[src/rtl/cpiw_pkg.sv]
// Overview of operation
// - System clock is the oscillator clock divided by two.
// - Twelve-bit prescaler counts oscillator clock; every bit offered as a tap.
// - Peripheral clock enable, control bit 4, gates the taps; reset sets it.
// - Stop mode halts oscillation, output pin high, input held low, feedback off.
// - Eight-bit interval counter runs freely from a prescaler tap; only stop mode halts it.
// - Interval counter wrap from maximum to zero raises interval interrupt request.
// - Writing interval clear bit clears counter; bit returns to zero next cycle.
// - Three-bit select picks division by 8 up to 1024.
// - Reset sets all interval select bits to one.
// - Counter is read-only; write to its address updates clock control.
// - Oscillator stabilisation waits one full interval counter period.
// - Watchdog is six-bit counter compared with programmed compare value.
// - Control bit 5 picks interval timer or resetting watchdog.
// - Writing watchdog clear bit resets watchdog counter to zero.
// - Watchdog counter advances once per interval counter overflow.
// - After reset watchdog counts with compare value fifteen.
// - In watchdog mode a match puts the device in reset.
package cpiw_pkg;

  // ****************************************
  // Register map (byte addresses)
  // ****************************************
  localparam logic [3:0] CPIW_ADDR_CTRL   = 4'h0;
  localparam logic [3:0] CPIW_ADDR_CMP    = 4'h4;
  localparam logic [3:0] CPIW_ADDR_STATUS = 4'h8;

  // ****************************************
  // Field positions
  // ****************************************
  localparam int CPIW_SEL_LSB      = 0;
  localparam int CPIW_BIT_ICLR     = 3;
  localparam int CPIW_BIT_PCKEN    = 4;
  localparam int CPIW_BIT_WDMODE   = 5;
  localparam int CPIW_BIT_STOP     = 6;
  localparam int CPIW_BIT_WDCLR    = 6;
  localparam int CPIW_ST_IIRQ      = 0;
  localparam int CPIW_ST_WIRQ      = 1;
  localparam int CPIW_ST_STAB      = 2;

  // ****************************************
  // Reset values and widths
  // ****************************************
  localparam logic [2:0]  CPIW_SEL_RST  = 3'h7;
  localparam logic [5:0]  CPIW_CMP_RST  = 6'h0F;
  localparam int          CPIW_PRE_W    = 12;
  localparam int          CPIW_TAP_BASE = 2;
  localparam logic [1:0]  CPIW_RESP_OK  = 2'h0;
  localparam logic [1:0]  CPIW_RESP_ERR = 2'h2;

  typedef struct packed {
    logic       wd_mode;
    logic       pck_en;
    logic [2:0] sel;
  } cpiw_ctrl_t;

  typedef enum logic [1:0] {CPIW_RUN, CPIW_STOP, CPIW_STAB} cpiw_state_t;

endpackage : cpiw_pkg

[src/rtl/cpiw_core.sv]
`timescale 1ns/1ps
`default_nettype none
module cpiw_core (
  input  wire logic                       aclk,
  input  wire logic                       aresetn,
  input  wire logic                       osc_in,
  input  wire logic                       stop_wake,
  input  wire logic [31:0]                s_axi_awaddr,
  input  wire logic                       s_axi_awvalid,
  output var  logic                       s_axi_awready,
  input  wire logic [31:0]                s_axi_wdata,
  input  wire logic [3:0]                 s_axi_wstrb,
  input  wire logic                       s_axi_wvalid,
  output var  logic                       s_axi_wready,
  output var  logic [1:0]                 s_axi_bresp,
  output var  logic                       s_axi_bvalid,
  input  wire logic                       s_axi_bready,
  input  wire logic [31:0]                s_axi_araddr,
  input  wire logic                       s_axi_arvalid,
  output var  logic                       s_axi_arready,
  output var  logic [31:0]                s_axi_rdata,
  output var  logic [1:0]                 s_axi_rresp,
  output var  logic                       s_axi_rvalid,
  input  wire logic                       s_axi_rready,
  output var  logic                       sys_clk_q,
  output var  logic [cpiw_pkg::CPIW_PRE_W-1:0] periph_tap_q,
  output var  logic                       osc_out_q,
  output var  logic                       osc_in_hold_low_q,
  output var  logic                       feedback_en_q,
  output var  logic                       interval_irq_q,
  output var  logic                       watchdog_irq_q,
  output var  logic                       wd_reset_q,
  output var  logic                       stable_q
);
  import cpiw_pkg::*;

  // ****************************************
  // Oscillator and wake input synchronisers
  // ****************************************
  logic [2:0]            osc_sync_q;
  logic                  osc_lvl_q;
  logic                  osc_rise;
  logic [2:0]            wake_sync_q;
  logic                  wake_lvl_q;
  logic                  osc_run;

  always_ff @(posedge aclk) begin
    if (!aresetn) begin
      osc_sync_q  <= 3'h0;
      wake_sync_q <= 3'h0;
    end else begin
      osc_sync_q  <= {osc_sync_q[1:0], osc_in & osc_run};
      wake_sync_q <= {wake_sync_q[1:0], stop_wake};
    end
  end

  // Change counts once stages two and three agree
  always_ff @(posedge aclk) begin
    if (!aresetn) begin
      osc_lvl_q  <= 1'b0;
      wake_lvl_q <= 1'b0;
    end else begin
      if (osc_sync_q[1] == osc_sync_q[2]) begin
        osc_lvl_q <= osc_sync_q[2];
      end
      if (wake_sync_q[1] == wake_sync_q[2]) begin
        wake_lvl_q <= wake_sync_q[2];
      end
    end
  end

  assign osc_rise = osc_sync_q[1] && osc_sync_q[2] && !osc_lvl_q;

  // ****************************************
  // Registers and state
  // ****************************************
  cpiw_ctrl_t            ctrl_q;
  logic                  iclr_q;
  logic [5:0]            cmp_q;
  logic [CPIW_PRE_W-1:0] pre_q;
  logic [CPIW_PRE_W-1:0] pre_d;
  logic [7:0]            icnt_q;
  logic [5:0]            wcnt_q;
  cpiw_state_t           state_q;
  logic                  tap_tick;
  logic                  ovf;
  logic                  wmatch;
  logic                  wr_fire;
  logic                  wr_ctrl;
  logic                  wr_cmp;
  logic [31:0]           wdat;

  assign osc_run = (state_q != CPIW_STOP);

  function automatic logic tap_edge(input logic [CPIW_PRE_W-1:0] now,
                                    input logic [CPIW_PRE_W-1:0] nxt,
                                    input logic [2:0] sel);
    int idx;
    idx = CPIW_TAP_BASE + int'(sel);
    return now[idx] && !nxt[idx];
  endfunction : tap_edge

  assign pre_d    = pre_q + {{(CPIW_PRE_W-1){1'b0}}, 1'b1};
  assign tap_tick = osc_rise && tap_edge(pre_q, pre_d, ctrl_q.sel);
  assign ovf      = tap_tick && (icnt_q == 8'hFF) && !iclr_q;
  assign wmatch   = ovf && ((wcnt_q + 6'h01) == cmp_q);

  always_ff @(posedge aclk) begin
    if (!aresetn) begin
      pre_q <= '0;
    end else if (osc_rise) begin
      pre_q <= pre_d;
    end
  end

  always_ff @(posedge aclk) begin
    if (!aresetn) begin
      sys_clk_q <= 1'b0;
    end else if (osc_rise) begin
      sys_clk_q <= !sys_clk_q;
    end
  end

  always_ff @(posedge aclk) begin
    if (!aresetn) begin
      periph_tap_q <= '0;
    end else if (ctrl_q.pck_en) begin
      periph_tap_q <= pre_q;
    end
  end

  // ****************************************
  // Interval counter
  // ****************************************
  // free running
  always_ff @(posedge aclk) begin
    if (!aresetn) begin
      icnt_q <= 8'h00;
    end else if (iclr_q || (state_q == CPIW_STOP && wake_lvl_q)) begin
      icnt_q <= 8'h00;
    end else if (tap_tick) begin
      icnt_q <= icnt_q + 8'h01;
    end
  end

  always_ff @(posedge aclk) begin
    if (!aresetn) begin
      iclr_q <= 1'b0;
    end else begin
      iclr_q <= wr_ctrl && wdat[CPIW_BIT_ICLR];
    end
  end

  always_ff @(posedge aclk) begin
    if (!aresetn) begin
      interval_irq_q <= 1'b0;
    end else begin
      interval_irq_q <= ovf;
    end
  end

  // ****************************************
  // Watchdog
  // ****************************************
  // counts overflows
  always_ff @(posedge aclk) begin
    if (!aresetn) begin
      wcnt_q <= 6'h00;
    end else if (wr_cmp && wdat[CPIW_BIT_WDCLR]) begin
      wcnt_q <= 6'h00;
    end else if (wmatch) begin
      wcnt_q <= 6'h00;
    end else if (ovf) begin
      wcnt_q <= wcnt_q + 6'h01;
    end
  end

  always_ff @(posedge aclk) begin
    if (!aresetn) begin
      watchdog_irq_q <= 1'b0;
      wd_reset_q     <= 1'b0;
    end else begin
      watchdog_irq_q <= wmatch && !ctrl_q.wd_mode;
      wd_reset_q     <= wmatch && ctrl_q.wd_mode;
    end
  end

  // ****************************************
  // Stop mode and stabilisation
  // ****************************************
  always_ff @(posedge aclk) begin
    if (!aresetn) begin
      state_q <= CPIW_STAB;
    end else begin
      case (state_q)
        CPIW_RUN: begin
          if (wr_ctrl && wdat[CPIW_BIT_STOP]) begin
            state_q <= CPIW_STOP;
          end
        end
        CPIW_STOP: begin
          if (wake_lvl_q) begin
            state_q <= CPIW_STAB;
          end
        end
        CPIW_STAB: begin
          if (ovf) begin
            state_q <= CPIW_RUN;
          end
        end
        default: begin
          state_q <= CPIW_RUN;
        end
      endcase
    end
  end

  always_ff @(posedge aclk) begin
    if (!aresetn) begin
      osc_out_q         <= 1'b0;
      osc_in_hold_low_q <= 1'b0;
      feedback_en_q     <= 1'b1;
      stable_q          <= 1'b0;
    end else begin
      osc_out_q         <= (state_q == CPIW_STOP) ? 1'b1 : !osc_lvl_q;
      osc_in_hold_low_q <= (state_q == CPIW_STOP);
      feedback_en_q     <= (state_q != CPIW_STOP);
      stable_q          <= (state_q == CPIW_RUN);
    end
  end

  // ****************************************
  // AXI4-Lite slave
  // ****************************************
  logic                  aw_got_q;
  logic                  w_got_q;
  logic [3:0]            awa_q;
  logic [31:0]           wd_q;
  logic [3:0]            ws_q;

  assign wr_fire = aw_got_q && w_got_q && !s_axi_bvalid;
  assign wdat    = wd_q;
  assign wr_ctrl = wr_fire && (awa_q == CPIW_ADDR_CTRL) && ws_q[0];
  assign wr_cmp  = wr_fire && (awa_q == CPIW_ADDR_CMP) && ws_q[0];

  always_ff @(posedge aclk) begin
    if (!aresetn) begin
      aw_got_q      <= 1'b0;
      w_got_q       <= 1'b0;
      awa_q         <= 4'h0;
      wd_q          <= 32'h0;
      ws_q          <= 4'h0;
      s_axi_awready <= 1'b0;
      s_axi_wready  <= 1'b0;
      s_axi_bvalid  <= 1'b0;
      s_axi_bresp   <= CPIW_RESP_OK;
    end else begin
      s_axi_awready <= !aw_got_q && !s_axi_awready && s_axi_awvalid;
      s_axi_wready  <= !w_got_q && !s_axi_wready && s_axi_wvalid;
      if (s_axi_awvalid && s_axi_awready) begin
        aw_got_q <= 1'b1;
        awa_q    <= s_axi_awaddr[3:0];
      end
      if (s_axi_wvalid && s_axi_wready) begin
        w_got_q <= 1'b1;
        wd_q    <= s_axi_wdata;
        ws_q    <= s_axi_wstrb;
      end
      if (wr_fire) begin
        s_axi_bvalid <= 1'b1;
        s_axi_bresp  <= (awa_q == CPIW_ADDR_CTRL || awa_q == CPIW_ADDR_CMP) ? CPIW_RESP_OK : CPIW_RESP_ERR;
      end else if (s_axi_bvalid && s_axi_bready) begin
        s_axi_bvalid <= 1'b0;
        aw_got_q     <= 1'b0;
        w_got_q      <= 1'b0;
      end
    end
  end

  always_ff @(posedge aclk) begin
    if (!aresetn) begin
      ctrl_q <= '{wd_mode: 1'b0, pck_en: 1'b1, sel: CPIW_SEL_RST};
      cmp_q  <= CPIW_CMP_RST;
    end else begin
      if (wr_ctrl) begin
        ctrl_q.sel     <= wdat[CPIW_SEL_LSB +: 3];
        ctrl_q.pck_en  <= wdat[CPIW_BIT_PCKEN];
        ctrl_q.wd_mode <= wdat[CPIW_BIT_WDMODE];
      end
      if (wr_cmp) begin
        cmp_q <= wdat[5:0];
      end
    end
  end

  logic [31:0] rd_val;
  always_comb begin
    rd_val = 32'h0;
    case (s_axi_araddr[3:0])
      CPIW_ADDR_CTRL:   rd_val = {24'h0, icnt_q};
      CPIW_ADDR_CMP:    rd_val = {26'h0, cmp_q};
      CPIW_ADDR_STATUS: rd_val = {29'h0, stable_q, watchdog_irq_q, interval_irq_q};
      default:          rd_val = 32'h0;
    endcase
  end

  always_ff @(posedge aclk) begin
    if (!aresetn) begin
      s_axi_arready <= 1'b0;
      s_axi_rvalid  <= 1'b0;
      s_axi_rdata   <= 32'h0;
      s_axi_rresp   <= CPIW_RESP_OK;
    end else begin
      s_axi_arready <= s_axi_arvalid && !s_axi_arready && !s_axi_rvalid;
      if (s_axi_arvalid && s_axi_arready) begin
        s_axi_rvalid <= 1'b1;
        s_axi_rdata  <= rd_val;
        s_axi_rresp  <= (s_axi_araddr[3:0] <= CPIW_ADDR_STATUS && s_axi_araddr[1:0] == 2'h0)
                        ? CPIW_RESP_OK : CPIW_RESP_ERR;
      end else if (s_axi_rvalid && s_axi_rready) begin
        s_axi_rvalid <= 1'b0;
      end
    end
  end

  // ****************************************
  // Assertions
  // ****************************************
  property p_iclr_self;
    @(posedge aclk) disable iff (!aresetn) iclr_q |=> !iclr_q && icnt_q == 8'h00;
  endproperty
  a_iclr_self: assert property (p_iclr_self) else $error("clear bit did not self clear");

  property p_ovf_irq;
    @(posedge aclk) disable iff (!aresetn) ovf |=> interval_irq_q && icnt_q == 8'h00;
  endproperty
  a_ovf_irq: assert property (p_ovf_irq) else $error("wrap without interrupt");

  property p_wd_reset;
    @(posedge aclk) disable iff (!aresetn) (wmatch && ctrl_q.wd_mode) |=> wd_reset_q && !watchdog_irq_q;
  endproperty
  a_wd_reset: assert property (p_wd_reset) else $error("watchdog match missed reset");

  property p_wd_irq;
    @(posedge aclk) disable iff (!aresetn) (wmatch && !ctrl_q.wd_mode) |=> watchdog_irq_q && wcnt_q == 6'h00;
  endproperty
  a_wd_irq: assert property (p_wd_irq) else $error("timer match missed interrupt");

  property p_wd_step;
    @(posedge aclk) disable iff (!aresetn) (!ovf && !wr_cmp) |=> $stable(wcnt_q);
  endproperty
  a_wd_step: assert property (p_wd_step) else $error("watchdog moved without overflow");

  property p_wd_clr;
    @(posedge aclk) disable iff (!aresetn) (wr_cmp && wdat[CPIW_BIT_WDCLR]) |=> wcnt_q == 6'h00;
  endproperty
  a_wd_clr: assert property (p_wd_clr) else $error("watchdog clear failed");

  property p_tap_gate;
    @(posedge aclk) disable iff (!aresetn) !ctrl_q.pck_en |=> $stable(periph_tap_q);
  endproperty
  a_tap_gate: assert property (p_tap_gate) else $error("taps moved while gated");

  property p_stop_pins;
    @(posedge aclk) disable iff (!aresetn) (state_q == CPIW_STOP) |=> osc_out_q && osc_in_hold_low_q && !feedback_en_q;
  endproperty
  a_stop_pins: assert property (p_stop_pins) else $error("stop pin state wrong");

  property p_stab_end;
    @(posedge aclk) disable iff (!aresetn) (state_q == CPIW_STAB && !ovf) |=> state_q != CPIW_RUN;
  endproperty
  a_stab_end: assert property (p_stab_end) else $error("left stabilisation early");

  c_ovf:   cover property (@(posedge aclk) disable iff (!aresetn) ovf);
  c_wdrst: cover property (@(posedge aclk) disable iff (!aresetn) wd_reset_q);
  c_wdirq: cover property (@(posedge aclk) disable iff (!aresetn) watchdog_irq_q);
  c_stop:  cover property (@(posedge aclk) disable iff (!aresetn) state_q == CPIW_STOP ##1 state_q == CPIW_STAB);

endmodule : cpiw_core
`default_nettype wire

[config.mk]
export PLATFORM = sky130hd
export DESIGN_NAME = cpiw_core
export DESIGN_NICKNAME = d
export VERILOG_FILES = /design/src/rtl/cpiw_pkg.sv /design/src/rtl/cpiw_core.sv
export SDC_FILE = /design/constraint.sdc
export NUM_CORES = 1
export LEC_CHECK = 0
export ABC_AREA = 0
export BUFFER_PORTS_ARGS = -buffer_cell sky130_fd_sc_hd__buf_2
export CAP_MARGIN = 0
export CORE_AREA = 2 2 179 93
export DETAILED_ROUTE_END_ITERATION = 10
export DIE_AREA = 0 0 181 95
export SLEW_MARGIN = 20
export SYNTH_ARGS = -nofsm -noshare
export SYNTH_HDL_FRONTEND = slang
export SYNTH_SLANG_ARGS = --single-unit
[constraint.sdc]
create_clock -name aclk -period 4.25 [get_ports aclk]
set_clock_uncertainty 0.05 [all_clocks]
set_input_delay 0.2125 -clock aclk [delete_from_list [all_inputs] [get_ports aclk]]
set_output_delay 0.2125 -clock aclk [all_outputs]
set_load 0.05 [all_outputs]
## After elaboration in Yosys (flattened, before gate mapping)

Cells that the tools add are included.

| word-level totals | value |
|---|---|
| flip-flop bits (word level) | 123 |

| cells by class | value |
|---|---|
| add/sub/neg operators | 4 |
| order comparisons | 2 |
| eq/ne operators | 13 |
| mux-type cells | 24 |
| bitwise gates (word level) | 2 |
| reductions and logical operators | 54 |

Operators by type and width:

| operator | count |
|---|---|
| 1-bit logical AND | 31 |
| 8-bit one-hot mux with 3 select lines | 1 |
| 1-bit 2-to-1 mux | 15 |
| 12-bit by 1-bit adder with 12-bit output (second input constant) | 1 |
| 1-bit zero test | 12 |
| 2-bit 2-to-1 mux | 5 |
| 8-bit by 1-bit adder with 8-bit output (second input constant) | 1 |
| 1-bit binary-select mux with 4-bit select | 2 |
| 4-bit by 3-bit equality test with 1-bit output (second input constant) | 2 |
| 8-bit equality test (second input constant) | 1 |
| 4-bit zero test | 2 |
| 6-bit by 1-bit adder with 6-bit output (second input constant) | 1 |
| 6-bit equality test | 1 |
| 2-bit inequality test (second input constant) | 3 |
| 2-bit one-hot mux with 3 select lines | 1 |
| 4-bit by 5-bit < comparator with 1-bit output (second input constant) | 1 |
| 2-bit by 3-bit adder with 4-bit output (first input constant) | 1 |
| 4-bit equality test (second input constant) | 1 |
| 4-bit <= comparator (second input constant) | 1 |
| 2-bit zero test | 2 |
| 2-bit nonzero test | 2 |
| 3-bit AND reduction | 1 |
| 3-bit OR reduction | 1 |
| 1-bit equality test | 2 |
| other kinds (7) | 8 |

## Depth between registers and ports, before layout

| depth | value |
|---|---|
| depth in word-level cells | 11 |
| gate-level depth with buffers | 11 |
| depth with buffers taken out | 8 |

## Worst setup path after synthesis

OpenSTA, ideal clock, no wires.

| timing path | value |
|---|---|
| path type | flip-flop to flip-flop |
| start point | register pre_q[0] |
| end point | register icnt_q[5] |
| setup time | 0.073 ns |
| data arrival time | 2.111 ns |
| required time | 4.127 ns |
| path slack | 2.016 ns |
| cell stages (with the launch flop) | 10 |
| buffers on the path | 1 |
| period minus slack after synthesis | 2.234 ns |
| cell sequence | dfxtp_1 ha_1 nand3_1 o31a_1 o21ai_1 nand4_2 o31a_4 buf_6 or4_1 a21oi_1 |

| between the ends | value |
|---|---|
| word-level cells in the longest chain between the ends | 7 |
| elaborated cells between the ends (all ways) | 10 |
| those cells by class | add/sub: 1; mux: 6; reduce/logical: 3 |

Ends and longest elaborated chain:

| item | line | source |
|---|---|---|
| from (decl) | cpiw_core.sv:80 | `logic [CPIW_PRE_W-1:0] pre_q;` |
| from (signal assigned) | cpiw_core.sv:112 | `pre_q <= pre_d;` |
| 12-bit by 1-bit adder with 12-bit output | cpiw_core.sv:103 | `assign pre_d = pre_q + {{(CPIW_PRE_W-1){1'b0}}, 1'b1};` |
| 1-bit binary-select mux with 4-bit select | cpiw_core.sv:100 | `return now[idx] && !nxt[idx];` |
| 1-bit 2-to-1 mux (implied by the code) (2 in series) | cpiw_core.sv:100 |  |
| 1-bit zero test | cpiw_core.sv:100 |  |
| 1-bit logical AND (*) | cpiw_core.sv:100 |  |
| 1-bit logical AND (*) | cpiw_core.sv:104 | `assign tap_tick = osc_rise && tap_edge(pre_q, pre_d, ctrl_q.sel);` |
| to (signal assigned) | cpiw_core.sv:142 | `icnt_q <= icnt_q + 8'h01;` |
| to (decl) | cpiw_core.sv:82 | `logic [7:0] icnt_q;` |

Every way passes the cells marked *; elsewhere a longest branch is shown, timed or not. The select of a mux whose other input is x is not followed.
A chain may end at the register's enable or synchronous reset.

## Worst setup path after layout

| timing path | value |
|---|---|
| start point | register ctrl_q[1] (netlist name) |
| end point | register wcnt_q[1] |

| between the ends | value |
|---|---|
| word-level cells in the longest chain between the ends | 11 |
| elaborated cells between the ends (all ways) | 14 |
| those cells by class | add/sub: 1; mux: 6; reduce/logical: 7 |

Ends and longest elaborated chain:

| item | line | source |
|---|---|---|
| from (decl) | cpiw_core.sv:77 | `cpiw_ctrl_t ctrl_q;` |
| from (signal assigned) | cpiw_core.sv:282 | `ctrl_q <= '{wd_mode: 1'b0, pck_en: 1'b1, sel: CPIW_SEL_RST};` |
| 2-bit by 3-bit adder with 4-bit output (*) | cpiw_core.sv:99 | `idx = CPIW_TAP_BASE + int'(sel);` |
| 1-bit binary-select mux with 4-bit select | cpiw_core.sv:100 |  |
| 1-bit 2-to-1 mux (implied by the code) (2 in series) | cpiw_core.sv:100 |  |
| 1-bit zero test | cpiw_core.sv:100 |  |
| 1-bit logical AND (*) | cpiw_core.sv:100 |  |
| 1-bit logical AND (*) | cpiw_core.sv:104 |  |
| 1-bit logical AND (*) (2 in series) | cpiw_core.sv:105 | `assign ovf = tap_tick && (icnt_q == 8'hFF) && !iclr_q;` |
| 1-bit logical AND | cpiw_core.sv:106 | `assign wmatch = ovf && ((wcnt_q + 6'h01) == cmp_q);` |
| 3-bit OR reduction (no line) | - |  |
| to (signal assigned) | cpiw_core.sv:174 | `wcnt_q <= wcnt_q + 6'h01;` |
| to (decl) | cpiw_core.sv:83 | `logic [5:0] wcnt_q;` |

Marked as above.

==> impl_metrics.xml <==
<?xml version="1.0" encoding="UTF-8"?>
<metrics>
  <group name="routing">
    <metric name="postRouteWirelength" unit="µm">10800</metric>
    <metric name="vias_after_detailed_routing" unit="">3690</metric>
    <metric name="drc_errors" unit="">0</metric>
    <metric name="via_per_inst" unit="">4.761</metric>
    <metric name="drtPass1Iterations" unit="">4</metric>
    <metric name="antenna_left" unit="">0</metric>
    <metric name="average_detailed_routed_wire_length_per_instance" unit="µm">13.93</metric>
    <metric name="detail_route.iter0.violations" unit="">251</metric>
  </group>
  <group name="setup_path">
    <metric name="worstRegToRegCells" unit="">8</metric>
    <metric name="r2r_setup_slack" unit="ns">1.32</metric>
    <metric name="crit_buf_inv" unit="">0</metric>
    <metric name="timing.critical_path.to" unit="">wcnt_q[1]</metric>
    <metric name="critPathMaxFanout" unit="">16</metric>
    <metric name="start_kind" unit="">flip-flop</metric>
    <metric name="timing.rr.end" unit="">wcnt_q[1]</metric>
    <metric name="path_delay_family" unit="">compound AO/OA/AOI/OAI gates</metric>
    <metric name="crit_type" unit="">reg -&gt; reg</metric>
    <metric name="worstSetupEndpointType" unit="">flip-flop</metric>
    <metric name="crit_path_start" unit="">ctrl_q[1]</metric>
    <metric name="critPathMaxStageDelay" unit="ns">0.86</metric>
    <metric name="cp.depth" unit="">8</metric>
    <metric name="crit_required" unit="ns">4.46</metric>
    <metric name="timing.critical_path.slowest_stage_cell" unit="">sky130_fd_sc_hd__o31ai_1</metric>
    <metric name="crit_arrival" unit="ns">3.13</metric>
    <metric name="crit_path_cell_trace" unit="">ha_1 &gt; nor2_1 &gt; a31oi_1 &gt; and3_1 &gt; nand3_1 &gt; o31ai_1 &gt; a211oi_1 &gt; a41o_1</metric>
    <metric name="regToRegStartpoint" unit="">ctrl_q[1]</metric>
  </group>
  <group name="timing">
    <metric name="finalHoldViolations" unit="">0</metric>
    <metric name="worstMarginPinSlew" unit="ns">1.047</metric>
    <metric name="finalCriticalPeriod" unit="ns">2.926</metric>
    <metric name="final.hold.worst_slack" unit="ns">0.03921</metric>
    <metric name="worst_slew_margin_rel" unit="%">29.61</metric>
    <metric name="post-route-period-util" unit="%">68.85</metric>
    <metric name="maxSlewViolCount" unit="">0</metric>
    <metric name="setup_repair_after_global_routing_missed_its_margin" unit="">no</metric>
    <metric name="setup_tns" unit="ns">0</metric>
    <metric name="setup_violations" unit="">0</metric>
    <metric name="fmax" unit="GHz">0.3418</metric>
  </group>
  <group name="floorplan">
    <metric name="fp.dieH" unit="µm">95</metric>
    <metric name="boundaryPins" unit="">170</metric>
    <metric name="placeableCoreArea" unit="mm²">0.01586</metric>
    <metric name="rows" unit="">33</metric>
    <metric name="die_width" unit="µm">181</metric>
    <metric name="initial_core_util" unit="%">29.29</metric>
    <metric name="design.die.area" unit="mm²">0.01720</metric>
  </group>
  <group name="layout">
    <metric name="drive_gt1_share" unit="%">17.17</metric>
    <metric name="most-common-layout-cells" unit="">sky130_fd_sc_hd__dfxtp_1, sky130_fd_sc_hd__buf_2, sky130_fd_sc_hd__nand2_1</metric>
    <metric name="layout_commonest_cell" unit="">sky130_fd_sc_hd__dfxtp_1</metric>
    <metric name="utilization" unit="%">33.01</metric>
    <metric name="num-nets-final" unit="">674</metric>
    <metric name="finalNonFillerCells" unit="">775</metric>
    <metric name="area_delta_synth_final" unit="%">12.72</metric>
    <metric name="num_antenna_cells" unit="">0</metric>
    <metric name="fillerInstances" unit="">1707</metric>
  </group>
  <group name="power_and_ir_drop">
    <metric name="p_seq_share" unit="%">47.7</metric>
    <metric name="power_switching" unit="µW">480.6</metric>
    <metric name="intPower" unit="µW">1465</metric>
    <metric name="peak_supply_drop" unit="V">0.0002412</metric>
    <metric name="p_clk_share" unit="%">45.9</metric>
    <metric name="cellPowerDensity" unit="mW/mm²">371.7</metric>
    <metric name="power_leakage" unit="µW">0.002097</metric>
    <metric name="p_comb_share" unit="%">6.3</metric>
    <metric name="switching_share" unit="%">24.71</metric>
  </group>
  <group name="global_route">
    <metric name="grt_busiest_layer" unit="">met1</metric>
    <metric name="groute.layer.met2.usage" unit="%">14.39</metric>
    <metric name="antenna_found_initial" unit="">0</metric>
    <metric name="grt_first_pass_wirelength" unit="µm">17220</metric>
    <metric name="largest_net_degree_at_the_start_of_global_routing" unit="">39</metric>
    <metric name="grt_use_total" unit="%">13.06</metric>
    <metric name="grt_pass1_vias" unit="">3125</metric>
    <metric name="grt_overflow" unit="">0</metric>
    <metric name="gr-usage-met3" unit="%">4.512</metric>
    <metric name="grt_use_met1" unit="%">21.69</metric>
  </group>
  <group name="synth">
    <metric name="post_synth_inst_count" unit="">519</metric>
    <metric name="synthesis.area" unit="mm²">0.004643</metric>
    <metric name="postSynth.asyncResetShare" unit="%">0</metric>
    <metric name="post_synth_edffs" unit="">0</metric>
    <metric name="synth.distinct_cells" unit="">63</metric>
    <metric name="total_of_warnings_raised_by_yosys" unit="">0</metric>
    <metric name="seq_total_area_yosys" unit="%">41.82</metric>
    <metric name="synth.avg_cell_area" unit="µm²">8.946</metric>
    <metric name="synth_flop_cell" unit="">sky130_fd_sc_hd__dfxtp_1</metric>
    <metric name="ys_seq_elements" unit="">97</metric>
  </group>
  <group name="cts">
    <metric name="cts_root_buffer" unit="">sky130_fd_sc_hd__clkbuf_16</metric>
    <metric name="cts_post_setup_buffers_inserted" unit="">0</metric>
    <metric name="post_cts_hold_buffer_count" unit="">1</metric>
    <metric name="clock_latency" unit="ns">0.35</metric>
    <metric name="cts_max_path_buffers" unit="">2</metric>
    <metric name="cts-resized-gates" unit="">0</metric>
    <metric name="worst_setup_hold_path_clk_slew" unit="ns">0.07</metric>
    <metric name="tritoncts_clock_tree" unit="">built</metric>
    <metric name="cts.htree.levels" unit="">3</metric>
    <metric name="numClockSinks" unit="">97</metric>
    <metric name="cts-buffers-inserted" unit="">9</metric>
  </group>
  <group name="placed_design">
    <metric name="globalplace.congestion" unit="">0.8430</metric>
    <metric name="place.detailed.hpwl" unit="µm">7951</metric>
    <metric name="input_output_buffers" unit="">59</metric>
    <metric name="dp.cells" unit="">758</metric>
  </group>
  <group name="worst_hold_path">
    <metric name="holdCritPathClass" unit="">in -&gt; reg</metric>
  </group>
  <group name="run">
    <metric name="max-cap-violations" unit="">0</metric>
  </group>
  <group name="run_status">
    <metric name="outcome" unit="">finished clean</metric>
  </group>
</metrics>
worst min path at each step:
stage | from | end | slack, ns | depth (start not counted)
final | osc_in | osc_sync_q[0] | 0.04 | 2
after global routing | osc_in | osc_sync_q[0] | 0.03 | 2
after CTS | osc_in | osc_sync_q[0] | 0.03 | 2
after detailed placement | osc_sync_q[0] | osc_sync_q[1] | 0.37 | 1
after global placement | osc_sync_q[0] | osc_sync_q[1] | 0.37 | 1
after floorplan | s_axi_awvalid | s_axi_awready | 0.28 | 2
synthesized netlist by cell type, types with 6 or more instances:
library cell / number / area [µm²]
sky130_fd_sc_hd__o21ai_0: 12 / 60.06
sky130_fd_sc_hd__xnor2_1: 10 / 87.58
sky130_fd_sc_hd__nand2_1: 50 / 187.7
sky130_fd_sc_hd__xor2_1: 7 / 61.31
sky130_fd_sc_hd__nand3_1: 23 / 115.1
sky130_fd_sc_hd__buf_4: 31 / 232.7
sky130_fd_sc_hd__a21oi_1: 45 / 225.2
sky130_fd_sc_hd__o31ai_1: 8 / 60.06
sky130_fd_sc_hd__dfxtp_1: 97 / 1942
sky130_fd_sc_hd__or3_1: 8 / 50.05
sky130_fd_sc_hd__and3_1: 11 / 68.82
sky130_fd_sc_hd__nand4_1: 8 / 50.05
sky130_fd_sc_hd__nor2_1: 44 / 165.2
sky130_fd_sc_hd__and2_1: 6 / 37.54
sky130_fd_sc_hd__clkbuf_1: 10 / 37.54
sky130_fd_sc_hd__nor3_1: 12 / 60.06
sky130_fd_sc_hd__nand2b_1: 6 / 37.54
sky130_fd_sc_hd__buf_6: 7 / 78.83
sky130_fd_sc_hd__mux2i_1: 30 / 300.3
kinds of logic (layout without fill, tap and decap cells):
logic type	count (synthesis)	in the layout	synth area share, %
AO/OA/AOI/OAI	100	100	13.69
adder cells (fa/ha/maj)	5	5	1.347
multiplexers	31	31	7.033
XOR/XNOR	17	17	3.207
AND/OR/NAND/NOR	205	205	23.42
buffers and inverters	63	84	9.404
flip-flops	97	97	41.82
other	1	26	0.08076
registers in the layout, indices dropped and copies added, names as in the netlist, 2 cells and up:
| signal | flops |
|---|---|
| periph_tap_q | 12 |
| pre_q | 12 |
| icnt_q | 8 |
| s_axi_rdata | 8 |
| wd_q | 7 |
| cmp_q | 6 |
| wcnt_q | 6 |
| ctrl_q | 5 |
| awa_q | 4 |
| osc_sync_q | 3 |
| wake_sync_q | 3 |
| state_q | 2 |
power groups by stage:
stage               sequential (µW)  combinational (µW)  clock [µW]
finish                          929                 123         893
global route                    930                 132         951
CTS                             928                 123         919
detailed placement              950                 122           0
global placement                949                 122           0
floorplan                       959                 104           0
layout make-up:
cell class                      instances  area, µm²  share of cell area, %
Multi-Input combinational cell        384       2360                  45.09
Sequential cell                        97       1942                  37.10
Timing Repair Buffer                   62      320.3                  6.120
Tap cell                              210      262.8                  5.020
Clock buffer                            9      225.2                  4.303
Clock inverter                          7      101.3                  1.936
Inverter                                6      22.52                 0.4303
routing by layer:
layer | routed length [µm] | part of all wire, % | up-vias
li1 | - | - | 1881
met1 | 6412 | 59 | 1691
met2 | 3505 | 32 | 109
met3 | 773 | 7.2 | 9
met4 | 104 | 0.96 | 0
met5 | 0 | 0 | -
metrics by stage:
step           area [µm²]  worst slack (ns)  power [µW]
2_1_floorplan        4737             2.016        1062
3_3_place_gp         4896             1.354        1071
3_5_place_dp         4896             1.365        1071
4_1_cts              5233             1.366        1971
5_1_grt              5234             1.079        2013
6_report             5234             1.324        1946
(Power assumes the default switching activity.)
